===== config.mk =====
export PLATFORM = sky130hd
export DESIGN_NAME = mst_slot_timer
export DESIGN_NICKNAME = d
export VERILOG_FILES = /design/src/hdl/mst_pkg.sv /design/src/hdl/mst_down_counter.sv /design/src/hdl/mst_prescaler.sv /design/src/hdl/mst_slot_timer.sv
export SDC_FILE = /design/constraint.sdc
export NUM_CORES = 1
export LEC_CHECK = 0
export BUFFER_PORTS_ARGS = -buffer_cell sky130_fd_sc_hd__buf_2
export CORE_UTILIZATION = 64
export CTS_BUF_LIST = sky130_fd_sc_hd__clkbuf_16
export DETAILED_ROUTE_END_ITERATION = 7
export PLACE_DENSITY = 0.85
export SLEW_MARGIN = 20
export SYNTH_ARGS = -nofsm -noshare
export SYNTH_HDL_FRONTEND = slang
export SYNTH_HIERARCHICAL = 1
export SYNTH_SLANG_ARGS = --single-unit

===== constraint.sdc =====
create_clock -name sys_clk -period 6.77 [get_ports sys_clk]
set_input_delay 0.3385 -clock sys_clk [delete_from_list [all_inputs] [get_ports sys_clk]]
set_output_delay 0.3385 -clock sys_clk [all_outputs]
set_load 0.02 [all_outputs]

===== src/hdl/mst_pkg.sv =====
// Constants, field layout and carrier types of the MAC slot timer
package mst_pkg;

    // Register addresses on the special function register bus
    localparam logic [7:0] MST_ADDR_COUNT     = 8'h9c;
    localparam logic [7:0] MST_ADDR_PRESCALE  = 8'h9d;
    localparam logic [7:0] MST_ADDR_CONTROL   = 8'h9e;

    // Reset values
    localparam logic [7:0] MST_RST_COUNT      = 8'h00;
    localparam logic [7:0] MST_RST_PRESCALE   = 8'h00;
    localparam logic [1:0] MST_RST_TIP        = 2'h0;

    // Control register field positions
    localparam int         MST_CTL_EXPIRY     = 6;
    localparam int         MST_CTL_IRQ_EN     = 4;
    localparam int         MST_CTL_FREE_RUN   = 2;
    localparam int         MST_CTL_TIP_MSB    = 1;
    localparam int         MST_CTL_TIP_LSB    = 0;

    // Count and prescaler geometry
    localparam int         MST_CNT_W          = 8;
    localparam int         MST_PRESC_W        = 18;
    localparam int         MST_PRESC_LOW_W    = 10;
    localparam logic [7:0] MST_CNT_MAX        = 8'hff;
    localparam logic [7:0] MST_CNT_ZERO       = 8'h00;
    localparam logic [7:0] MST_CNT_ONE        = 8'h01;
    localparam logic [8:0] MST_PR_ZERO_AS     = 9'h100;

    // Prescaler increment per tick: 1024 divided by the multiplier
    localparam logic [MST_PRESC_W:0] MST_STEP_X64   = 19'h00010;
    localparam logic [MST_PRESC_W:0] MST_STEP_X128  = 19'h00008;
    localparam logic [MST_PRESC_W:0] MST_STEP_X256  = 19'h00004;
    localparam logic [MST_PRESC_W:0] MST_STEP_X1024 = 19'h00001;

    typedef enum logic [1:0] {
        MST_MUL_64   = 2'h0,
        MST_MUL_128  = 2'h1,
        MST_MUL_256  = 2'h2,
        MST_MUL_1024 = 2'h3
    } mst_mul_e;

    // Tick generator state, one-hot
    typedef enum logic [1:0] {
        MST_GEN_IDLE = 2'b01,
        MST_GEN_RUN  = 2'b10
    } mst_gen_e;

    typedef struct packed {
        logic       free_run;
        logic       irq_en;
        mst_mul_e   prescale_multiplier_sel;
        logic [7:0] prescale;
    } mst_cfg_s;

    typedef struct packed {
        logic irq_flag_set;
        logic irq_req;
        logic dma_trig;
    } mst_evt_s;

endpackage


===== src/hdl/mst_down_counter.sv =====
// Eight-bit slot count with same-cycle software load
`timescale 1ns/1ps
module mst_down_counter
    import mst_pkg::*;
(
    // Clock and reset
    input  wire logic                 sys_clk,
    input  wire logic                 rst_n,
    // Control
    input  wire logic                 restore,
    input  wire logic                 count_edge,
    input  wire logic                 free_run,
    input  wire logic                 wr_en,
    input  wire logic [MST_CNT_W-1:0] wr_data,
    // Status
    output logic [MST_CNT_W-1:0]      count,
    output logic                      reached_zero
);
    logic [MST_CNT_W-1:0] cnt_ff;
    logic [MST_CNT_W-1:0] nxt_cnt;
    logic [MST_CNT_W-1:0] base;

    always_comb begin
        base         = wr_en ? wr_data : cnt_ff;
        nxt_cnt      = base;
        reached_zero = 1'b0;
        if (restore) begin
            nxt_cnt = MST_RST_COUNT;
        end else if (count_edge) begin
            if (base == MST_CNT_ZERO) begin
                nxt_cnt = free_run ? MST_CNT_MAX : MST_CNT_ZERO;
            end else begin
                nxt_cnt      = base - MST_CNT_ONE;
                reached_zero = (base == MST_CNT_ONE);
            end
        end
    end

    always_ff @(posedge sys_clk or negedge rst_n) begin
        if (!rst_n) begin
            cnt_ff <= MST_RST_COUNT;
        end else begin
            cnt_ff <= nxt_cnt;
        end
    end

    assign count = cnt_ff;
endmodule


===== src/hdl/mst_prescaler.sv =====
// Tick-aligned 18-bit prescaler producing the prescaled count edge
`timescale 1ns/1ps
module mst_prescaler
    import mst_pkg::*;
(
    // Clock and reset
    input  wire logic     sys_clk,
    input  wire logic     rst_n,
    // Control
    input  wire logic     run,
    input  wire logic     tick_en,
    input  wire mst_mul_e prescale_multiplier_sel,
    input  wire logic [7:0] prescale,
    // Prescaled edge, same cycle as the wrap
    output logic          presc_edge
);
    logic [MST_PRESC_W-1:0] presc_ff;
    logic [MST_PRESC_W-1:0] nxt_presc;
    logic [MST_PRESC_W:0]   step;
    logic [MST_PRESC_W:0]   sum;
    logic [MST_PRESC_W:0]   terminal;
    logic [8:0]             pr_eff;

    always_comb begin
        case (prescale_multiplier_sel)
            MST_MUL_64:   step = MST_STEP_X64;
            MST_MUL_128:  step = MST_STEP_X128;
            MST_MUL_256:  step = MST_STEP_X256;
            MST_MUL_1024: step = MST_STEP_X1024;
            default:      step = MST_STEP_X1024;
        endcase
        pr_eff     = (prescale == MST_CNT_ZERO) ? MST_PR_ZERO_AS : {1'b0, prescale};
        terminal   = {pr_eff, {MST_PRESC_LOW_W{1'b0}}};
        sum        = {1'b0, presc_ff} + step;
        nxt_presc  = presc_ff;
        presc_edge = 1'b0;
        if (!run) begin
            nxt_presc = '0;
        end else if (tick_en) begin
            if (sum >= terminal) begin
                nxt_presc  = '0;
                presc_edge = 1'b1;
            end else begin
                nxt_presc = sum[MST_PRESC_W-1:0];
            end
        end
    end

    always_ff @(posedge sys_clk or negedge rst_n) begin
        if (!rst_n) begin
            presc_ff <= '0;
        end else begin
            presc_ff <= nxt_presc;
        end
    end
endmodule


===== src/hdl/mst_slot_timer.sv =====
// MAC slot timer top: SFR registers, tick generator control and event outputs
`timescale 1ns/1ps
module mst_slot_timer
    import mst_pkg::*;
(
    // Clock and reset
    input  wire logic       sys_clk,
    input  wire logic       rst_n,
    // Special function register port
    input  wire logic [7:0] sfr_addr,
    input  wire logic       sfr_wr,
    input  wire logic [7:0] sfr_wdata,
    input  wire logic       sfr_rd,
    output logic [7:0]      sfr_rdata,
    // Clock control and power management
    input  wire logic       tick_en,
    input  wire logic       deep_sleep_resume,
    // Central interrupt unmask bit for this timer
    input  wire logic       expiry_irq_unmask,
    // Event outputs
    output logic            expiry_irq_flag,
    output logic            irq_req,
    output logic            expiry_dma_trigger,
    output logic            expiry_flag
);
    // Configuration registers
    mst_cfg_s    cfg_ff;
    mst_cfg_s    nxt_cfg;
    logic        expiry_ff;
    logic        nxt_expiry;

    // Tick generator
    mst_gen_e    gen_ff;
    mst_gen_e    nxt_gen;
    logic        run_req;
    logic        presc_run;
    logic        presc_edge;

    // Count
    logic [7:0]  slot_count_value;
    logic        reached_zero;
    logic        wr_count;
    logic        wr_prescale;
    logic        wr_control;

    // Events and read data
    mst_evt_s    evt_ff;
    mst_evt_s    nxt_evt;
    logic [7:0]  rdata_ff;
    logic [7:0]  nxt_rdata;
    logic [7:0]  ctl_view;

    // Write decode
    always_comb begin
        wr_count    = sfr_wr && (sfr_addr == MST_ADDR_COUNT);
        wr_prescale = sfr_wr && (sfr_addr == MST_ADDR_PRESCALE);
        wr_control  = sfr_wr && (sfr_addr == MST_ADDR_CONTROL);
    end

    // Control and prescale registers
    always_comb begin
        nxt_cfg    = cfg_ff;
        nxt_expiry = expiry_ff;
        if (deep_sleep_resume) begin
            nxt_cfg.free_run = 1'b0;
            nxt_cfg.irq_en   = 1'b0;
            nxt_cfg.prescale_multiplier_sel      = mst_mul_e'(MST_RST_TIP);
            nxt_cfg.prescale = MST_RST_PRESCALE;
            nxt_expiry       = 1'b0;
        end else begin
            if (wr_prescale) begin
                nxt_cfg.prescale = sfr_wdata;
            end
            // Reserved bits 7, 5 and 3 are not stored and read back as zero
            if (wr_control) begin
                nxt_cfg.free_run = sfr_wdata[MST_CTL_FREE_RUN];
                nxt_cfg.irq_en   = sfr_wdata[MST_CTL_IRQ_EN];
                nxt_cfg.prescale_multiplier_sel      = mst_mul_e'(sfr_wdata[MST_CTL_TIP_MSB:MST_CTL_TIP_LSB]);
                if (!sfr_wdata[MST_CTL_EXPIRY]) begin
                    nxt_expiry = 1'b0;
                end
                // A written 1 leaves the flag as it is
            end
            // Setting comes last so a coincident clearing write loses
            if (reached_zero) begin
                nxt_expiry = 1'b1;
            end
        end
    end

    always_ff @(posedge sys_clk or negedge rst_n) begin
        if (!rst_n) begin
            cfg_ff    <= '{free_run: 1'b0, irq_en: 1'b0, prescale_multiplier_sel: MST_MUL_64, prescale: MST_RST_PRESCALE};
            expiry_ff <= 1'b0;
        end else begin
            cfg_ff    <= nxt_cfg;
            expiry_ff <= nxt_expiry;
        end
    end

    // Tick generator: runs on demand; leaving idle always restarts the prescaler from zero
    always_comb begin
        run_req = cfg_ff.free_run || (slot_count_value != MST_CNT_ZERO);
        case (gen_ff)
            MST_GEN_IDLE: nxt_gen = run_req ? MST_GEN_RUN : MST_GEN_IDLE;
            MST_GEN_RUN:  nxt_gen = run_req ? MST_GEN_RUN : MST_GEN_IDLE;
            default:      nxt_gen = MST_GEN_IDLE;
        endcase
        if (deep_sleep_resume) begin
            nxt_gen = MST_GEN_IDLE;
        end
        presc_run = (gen_ff == MST_GEN_RUN) && run_req && !deep_sleep_resume;
    end

    always_ff @(posedge sys_clk or negedge rst_n) begin
        if (!rst_n) begin
            gen_ff <= MST_GEN_IDLE;
        end else begin
            gen_ff <= nxt_gen;
        end
    end

    mst_prescaler u_prescaler (
        .sys_clk    (sys_clk),
        .rst_n      (rst_n),
        .run        (presc_run),
        .tick_en    (tick_en),
        .prescale_multiplier_sel        (cfg_ff.prescale_multiplier_sel),
        .prescale   (cfg_ff.prescale),
        .presc_edge (presc_edge)
    );

    mst_down_counter u_counter (
        .sys_clk      (sys_clk),
        .rst_n        (rst_n),
        .restore      (deep_sleep_resume),
        .count_edge   (presc_edge),
        .free_run     (cfg_ff.free_run),
        .wr_en        (wr_count),
        .wr_data      (sfr_wdata),
        .count        (slot_count_value),
        .reached_zero (reached_zero)
    );

    // Event pulses, registered so they line up with the flag setting
    always_comb begin
        nxt_evt              = '0;
        nxt_evt.dma_trig     = reached_zero && !deep_sleep_resume;
        nxt_evt.irq_flag_set = nxt_evt.dma_trig && cfg_ff.irq_en;
        nxt_evt.irq_req      = nxt_evt.irq_flag_set && expiry_irq_unmask;
    end

    always_ff @(posedge sys_clk or negedge rst_n) begin
        if (!rst_n) begin
            evt_ff <= '0;
        end else begin
            evt_ff <= nxt_evt;
        end
    end

    // Read port: data appears the cycle after the read strobe and holds
    always_comb begin
        ctl_view                                 = '0;
        ctl_view[MST_CTL_EXPIRY]                 = expiry_ff;
        ctl_view[MST_CTL_IRQ_EN]                 = cfg_ff.irq_en;
        ctl_view[MST_CTL_FREE_RUN]               = cfg_ff.free_run;
        ctl_view[MST_CTL_TIP_MSB:MST_CTL_TIP_LSB] = cfg_ff.prescale_multiplier_sel;
        nxt_rdata = rdata_ff;
        if (sfr_rd) begin
            case (sfr_addr)
                MST_ADDR_COUNT:    nxt_rdata = slot_count_value;
                MST_ADDR_PRESCALE: nxt_rdata = cfg_ff.prescale;
                MST_ADDR_CONTROL:  nxt_rdata = ctl_view;
                default:           nxt_rdata = '0;
            endcase
        end
    end

    always_ff @(posedge sys_clk or negedge rst_n) begin
        if (!rst_n) begin
            rdata_ff <= '0;
        end else begin
            rdata_ff <= nxt_rdata;
        end
    end

    assign sfr_rdata          = rdata_ff;
    assign expiry_flag        = expiry_ff;
    assign expiry_dma_trigger = evt_ff.dma_trig;
    assign expiry_irq_flag    = evt_ff.irq_flag_set;
    assign irq_req            = evt_ff.irq_req;
endmodule


==> results of run 1 <==
## worst register-to-register path, stage by stage, from the launching register on
cell and delay, ns:
dfrtp_1 0.43, nor2b_1 0.16, ha_1 0.37, nand3_1 0.16, a22oi_2 0.26, and2_1 0.27
nand3_1 0.17, nor3_1 0.29, xor2_1 0.13, ha_1 0.32, nand4_1 0.16, nor2_1 0.17
nand3_1 0.09, nor3_1 0.26, a41oi_4 0.22, nor2b_1 0.67, nand2_1 0.26, nor4_1 0.39
inv_1 0.11, nor2_1 0.16, and3_1 0.18
## cell families (layout without fill, tap and decap cells)
family / Yosys count / after routing / share of synthesized area [%]
adder cells (fa/ha/maj): 18 / 18 / 6.246
multiplexers: 25 / 25 / 7.425
flip-flops: 52 / 52 / 36.12
XOR/XNOR: 18 / 18 / 4.372
AND/OR/NAND/NOR: 133 / 133 / 21.93
buffers and inverters: 37 / 64 / 4.996
AO/OA/AOI/OAI: 88 / 88 / 18.91
## Yosys cell counts, drive strengths merged (3+ instances only)
master / instances / area (µm²)
a22o: 9 / 78.83
or2: 3 / 18.77
nand2: 39 / 148.9
mux2i: 24 / 256.5
o311ai: 5 / 43.79
nand2b: 3 / 26.27
o21ai: 19 / 102.6
buf: 9 / 75.06
nand4: 4 / 25.02
nand3: 6 / 30.03
a2bb2oi: 5 / 43.79
dfrtp: 51 / 1276
nor4: 9 / 101.4
inv: 21 / 78.83
ha: 18 / 225.2
a21oi: 14 / 70.07
and3: 4 / 25.02
xnor2: 8 / 70.07
nor2: 22 / 85.09
a31oi: 4 / 25.02
or3: 3 / 18.77
nor3: 13 / 75.07
nor2b: 6 / 37.54
a211oi: 4 / 35.03
clkbuf: 7 / 26.28
o2bb2ai: 5 / 43.79
o22ai: 4 / 31.28
and2: 6 / 37.54
xor2: 10 / 87.58
nor3b: 5 / 37.54
## cell usage in the layout (no fill, tap or decap), types with 4 or more instances in the layout
master / instances
dfrtp_1: 51
nand2_1: 38
buf_2: 34
mux2i_1: 22
nor2_1: 21
inv_1: 21
ha_1: 18
a21oi_1: 14
nor3_1: 11
o21ai_0: 11
xor2_1: 10
a22o_1: 9
xnor2_1: 8
nor4_1: 6
and2_1: 6
nor2b_1: 6
o21ai_1: 6
nand3_1: 6
a2bb2oi_1: 5
o2bb2ai_1: 5
clkbuf_16: 5
nor3b_1: 5
a31oi_1: 4
and3_1: 4
o311ai_0: 4
nand4_1: 4
## flip-flops by register name, indices dropped and copies added, names as in the netlist
signal / cells
sfr_rdata: 8
expiry_dma_trigger: 1
u_counter/count: 8
gen_ff: 2
u_prescaler/presc_ff: 18
irq_req: 1
expiry_flag: 1
expiry_irq_flag: 1
cfg_ff: 12
## worst paths after layout
path | startpoint | end | slack, ns
max | cfg_ff[9] | irq_req | 1.48
max reg2reg | cfg_ff[9] | irq_req | 1.48
max in group asynchronous | rst_n | u_prescaler/presc_ff[7] | 6.15
min in group sys_clk | expiry_irq_unmask | irq_req | 0.32
min reg2reg | sfr_rdata[4] | sfr_rdata[4] | 0.48
min | rst_n | u_prescaler/presc_ff[6] | 0.15
## per-stage QoR
step           hold slack, ns  worst slack (ns)
2_1_floorplan         0.04291             2.780
3_3_place_gp           0.4658             1.956
5_1_grt                0.2333             1.061
6_report               0.1496             1.479
3_5_place_dp           0.4683             1.693
4_1_cts                0.1929             1.584
## cell type report
class | instances | area, µm² | share of cell area (%)
flip-flops and latches | 52 | 1303 | 33.08
clock buffers | 5 | 125.1 | 3.178
well taps | 70 | 87.58 | 2.224
multi-input cells | 282 | 2123 | 53.92
clock inverters | 3 | 42.54 | 1.080
inverters | 21 | 78.83 | 2.002
repair buffers | 35 | 177.7 | 4.512
## power groups by stage
stage | Sequential (µW) | Combinational [µW] | Clock, µW
after CTS | 311 | 36.7 | 293
final | 311 | 37.0 | 290
after global placement | 317 | 35.1 | 0
after floorplan | 317 | 16.6 | 0
after detailed placement | 317 | 36.1 | 0
after global routing | 311 | 40.2 | 304
## layer usage
layer | vias to the layer above | wire [µm] | global-route usage [%]
li1 | 1416 | - | -
met1 | 1481 | 3729 | 42.70
met2 | 146 | 4241 | 50.09
met3 | 22 | 688 | 5.119
met4 | 0 | 167 | 9.245
met5 | - | 0 | 0
==> results.sh, run 1 <==
export IMPL_worstSetupStartpointType="flop"
export IMPL_diodes=0
export IMPL_powerDensity_nw_per_um2=162.0
export IMPL_place_inst=460
export IMPL_postCtsResizedCells=0
export IMPL_avgSynthCellArea_um2=9.720
export IMPL_drtIter0Drc=255
export IMPL_worst_slew_pin_slew_ns=1.071
export IMPL_rsz0062_at_grt="false"
export IMPL_vias_per_cell=6.549
export IMPL_post_cts_buffers=0
export IMPL_path_clk_slew_ns=0.06
export IMPL_swShare_pct=22.38
export IMPL_clockPowerShare_pct=45.5
export IMPL_cts_buffer_depth=2
export IMPL_outcome="complete, no violations"
export IMPL_ir_worst_vdd_v=0.0001441
export IMPL_syn_num_nets=412
export IMPL_seqPwrFrac_pct=48.7
export IMPL_max_stage_delay_ns=0.67
export IMPL_intPower_uw=495.2
export IMPL_grt_max_degree=53
export IMPL_drv_cap=0
export IMPL_layout_drive_gt1_share_pct=16.83
export IMPL_final_core_util_pct=74.72
export IMPL_cts_root_buf="clkbuf_16"
export IMPL_cts_hold_buf=0
export IMPL_timing_final_crit_share_pct=78.15
export IMPL_p_leak_uw=0.001693
export IMPL_path_buf_inv=1
export IMPL_overflow=0
export IMPL_route_vias_total=3065
export IMPL_clock_fmax_mhz=189.0
export IMPL_core_area_um2=5270
export IMPL_gp_congestion=0.9714
export IMPL_dieArea_um2=5938
export IMPL_netlist_area_um2=3606
export IMPL_firstDrtPassIters=5
export IMPL_wl_per_cell_um=18.86
export IMPL_stdcell_area_um2=3938
export IMPL_cp_end_kind="flop"
export IMPL_synth_edf_count=0
export IMPL_yosysSeqAreaShare_pct=36.12
export IMPL_tns_ns=0
export IMPL_nNetsFinal=438
export IMPL_design_power_total_uw=638.0
export IMPL_clkLatencyLatePin_ns=0.29
export IMPL_syn2layout_area_growth_pct=9.195
export IMPL_maxSlewHeadroom_pct=28.61
export IMPL_synth_seq_cells=52
export IMPL_ys_flop_type="dfrtp_1"
export IMPL_path_delay_family="simple AND/OR/NAND/NOR gates"
export IMPL_switchingPower_uw=142.8
export IMPL_grt_pass1_vias=2994
export IMPL_clock_sinks=52
export IMPL_netlist_instances=371
export IMPL_yosysUniqueCellTypes=72
export IMPL_cts_tree="built"
export IMPL_port_buffers=34
export IMPL_fill_cells=385
export IMPL_drc=0
export IMPL_pwr_share_comb_pct=5.8
export IMPL_fin_cells=468
export IMPL_critPathRequiredTime_ns=6.99
export IMPL_fp_dieW_um=77.06
export IMPL_fp_dieH_um=77.06
export IMPL_hold_viol=0
export IMPL_drt_wl_total_um=8827
export IMPL_async_flop_share_pct=100.0
export IMPL_fin_worst_skew_ns=0.009126
export IMPL_cp_cell_sequence="nor2b_1 > ha_1 > nand3_1 > a22oi_2 > and2_1 > nand3_1 > nor3_1 > xor2_1 > ha_1 > nand4_1 > nor2_1 > nand3_1 > nor3_1 > a41oi_4 > nor2b_1 > nand2_1 > nor4_1 > inv_1 > nor2_1 > and3_1"
export IMPL_grt_pass1_wl_um=14430
export IMPL_fin_crit_ns=5.291
export IMPL_drtAntennaViolNets=0
export IMPL_dpl_cell_area_um2=3770
export IMPL_setup_violations_final=0
export IMPL_rr_worst_depth=20
export IMPL_dp_hpwl_um=6264
export IMPL_crit_cells=20
export IMPL_antenna_found_initial=0
export IMPL_cp_slowest_cell="nor2b_1"
export IMPL_hp_class="input port to asynchronous set/reset pin"
export IMPL_crit_type="flop to flop"
export IMPL_critPathMaxFanout=12
export IMPL_ios=35
export IMPL_final_max_slew_viol_count=0
export IMPL_cts_htree_levels=2
export IMPL_crit_path_frequent_cell="nand3_1"
export IMPL_worstPathArrival_ns=5.51
export IMPL_track_usage_pct=30.98
export IMPL_numCtsBuffers=5
export IMPL_rows=26
export IMPL_synth_warnings=6
export IMPL_start_util_pct=68.42
Power figures use the tool's default switching activity.
==> inputs of run 2 (changes only) <==
Settings changed: CORE_UTILIZATION 64 to 60, PLACE_DENSITY 0.85 to 0.81.
Clock period 6.77 ns to 5.2 ns, I/O delays scaled along.
==> results.sh, run 2 (synthesis gave the netlist of run 1 again) <==
export IMPL_ios=35
export IMPL_cts_tree="built"
export IMPL_layout_drive_gt1_share_pct=17.25
export IMPL_cts_hold_buf=0
export IMPL_drv_cap=0
export IMPL_vias_per_cell=6.294
export IMPL_hold_viol=0
export IMPL_cts_buffer_depth=2
export IMPL_syn2layout_area_growth_pct=9.230
export IMPL_r2r_slack_ns=0.51
export IMPL_tns_ns=0
export IMPL_numCtsBuffers=5
export IMPL_reg2reg_to="irq_req"
export IMPL_route_vias_total=2971
export IMPL_critPathMaxFanout=8
export IMPL_layout_setup_ws_ns=0.5126
export IMPL_firstDrtPassIters=5
export IMPL_worstSetupStartpointType="flop"
export IMPL_cp_cell_sequence="and2_1 > ha_1 > ha_1 > a211oi_2 > nor2_1 > o21ai_1 > nor4_1 > xor2_1 > ha_1 > nand4_1 > nor2_1 > nand3_1 > nor3_1 > a41oi_4 > nor2b_1 > nand2_1 > nor4_1 > inv_1 > nor2_1 > and3_1"
export IMPL_rr_worst_depth=20
export IMPL_dpl_cell_area_um2=3787
export IMPL_top_regs="u_prescaler/presc_ff (18), cfg_ff (12)"
export IMPL_crit_type="flop to flop"
export IMPL_fp_dieH_um=79.53
export IMPL_diodes=0
export IMPL_overflow=0
export IMPL_postCtsResizedCells=0
export IMPL_fin_worst_skew_ns=0.01022
export IMPL_path_buf_inv=1
export IMPL_post_cts_buffers=0
export IMPL_clock_sinks=52
export IMPL_outcome="complete, no violations"
export IMPL_fin_cells=472
export IMPL_most_common_layout_cells="dfrtp_1 (51), nand2_1 (38), buf_2 (34)"
export IMPL_setup_violations_final=0
export IMPL_hp_class="input port to asynchronous set/reset pin"
export IMPL_timing_final_crit_share_pct=90.14
export IMPL_dp_hpwl_um=6164
export IMPL_cp_slowest_cell="nor4_1"
export IMPL_core_area_um2=5642
export IMPL_maxSlewHeadroom_pct=49.35
export IMPL_gp_congestion=0.9359
export IMPL_drtAntennaViolNets=0
export IMPL_track_usage_pct=28.03
export IMPL_powerDensity_nw_per_um2=202.8
export IMPL_critPathRequiredTime_ns=5.44
export IMPL_max_stage_delay_ns=0.61
export IMPL_path_clk_slew_ns=0.08
export IMPL_clock_fmax_mhz=213.3
export IMPL_grt_pass1_vias=2926
export IMPL_antenna_found_initial=0
export IMPL_drtIter0Drc=189
export IMPL_grt_pass1_wl_um=13760
export IMPL_clkLatencyLatePin_ns=0.30
export IMPL_fin_crit_ns=4.687
export IMPL_rsz0062_at_grt="false"
export IMPL_port_buffers=34
export IMPL_largest_register_ff_count=18
export IMPL_cts_root_buf="clkbuf_16"
export IMPL_fp_dieW_um=79.53
export IMPL_cts_htree_levels=2
export IMPL_regMostFlops="u_prescaler/presc_ff"
export IMPL_worst_slew_pin_slew_ns=0.7541
export IMPL_rows=27
export IMPL_ir_worst_vdd_v=0.0001542
export IMPL_grt_max_degree=53
export IMPL_drt_wl_total_um=8399
export IMPL_final_core_util_pct=69.82
export IMPL_final_max_slew_viol_count=0
export IMPL_drc=0
export IMPL_start_util_pct=63.92
export IMPL_fill_cells=445
export IMPL_r2r_start="cfg_ff[9]"
export IMPL_cp_end_kind="flop"
export IMPL_nNetsFinal=440
export IMPL_path_delay_family="simple AND/OR/NAND/NOR gates"
export IMPL_worstPathArrival_ns=4.93
export IMPL_p_leak_uw=0.001699
export IMPL_stdcell_area_um2=3939
export IMPL_layout_commonest_cell="dfrtp_1"
export IMPL_place_inst=464
export IMPL_dieArea_um2=6324
export IMPL_dp_slack_ns=0.6480
export IMPL_wl_per_cell_um=17.79
==> run 2: layer usage <==
| metal | part of all wire [%] | GRT usage, % | up-vias |
|---|---|---|---|
| li1 | - | - | 1419 |
| met1 | 46 | 38.25 | 1436 |
| met2 | 47 | 44.87 | 96 |
| met3 | 5.1 | 5.029 | 20 |
| met4 | 1.6 | 8.727 | 0 |
| met5 | 0 | 0 | - |
==> run 2: cell type report <==
class	count	area (µm²)	area share, %
multi-input cells	282	2123	53.91
flip-flops and latches	52	1303	33.07
repair buffers	37	192.7	4.892
clock buffers	5	125.1	3.177
well taps	72	90.09	2.287
inverters	21	78.83	2.001
clock inverters	3	26.28	0.6671
==> run 2: power breakdown <==
group,switching [µW],total (µW),internal [µW]
sequential,0.318,405,404
clock,164,347,183
combinational,32.7,46.6,13.8
==> run 2: how the worst max path moves through the flow <==
stage / from / endpoint / slack [ns] / cells after the start
finish: cfg_ff[9] / irq_req / 0.51 / 20
detailed placement: cfg_ff[9] / irq_req / 0.65 / 20
CTS: cfg_ff[9] / irq_req / 0.61 / 20
global route: cfg_ff[9] / irq_req / 0.1 / 20
floorplan: cfg_ff[9] / irq_req / 1.21 / 21
global placement: cfg_ff[9] / irq_req / 0.80 / 20
==> run 2: through the flow <==
stage,total power (µW),hold slack [ns]
finish,798.7,0.08101
global route,826.1,0.1555
CTS,801.4,0.1069
detailed placement,459.1,0.4172
global placement,458.5,0.4148
floorplan,434.3,-0.03559
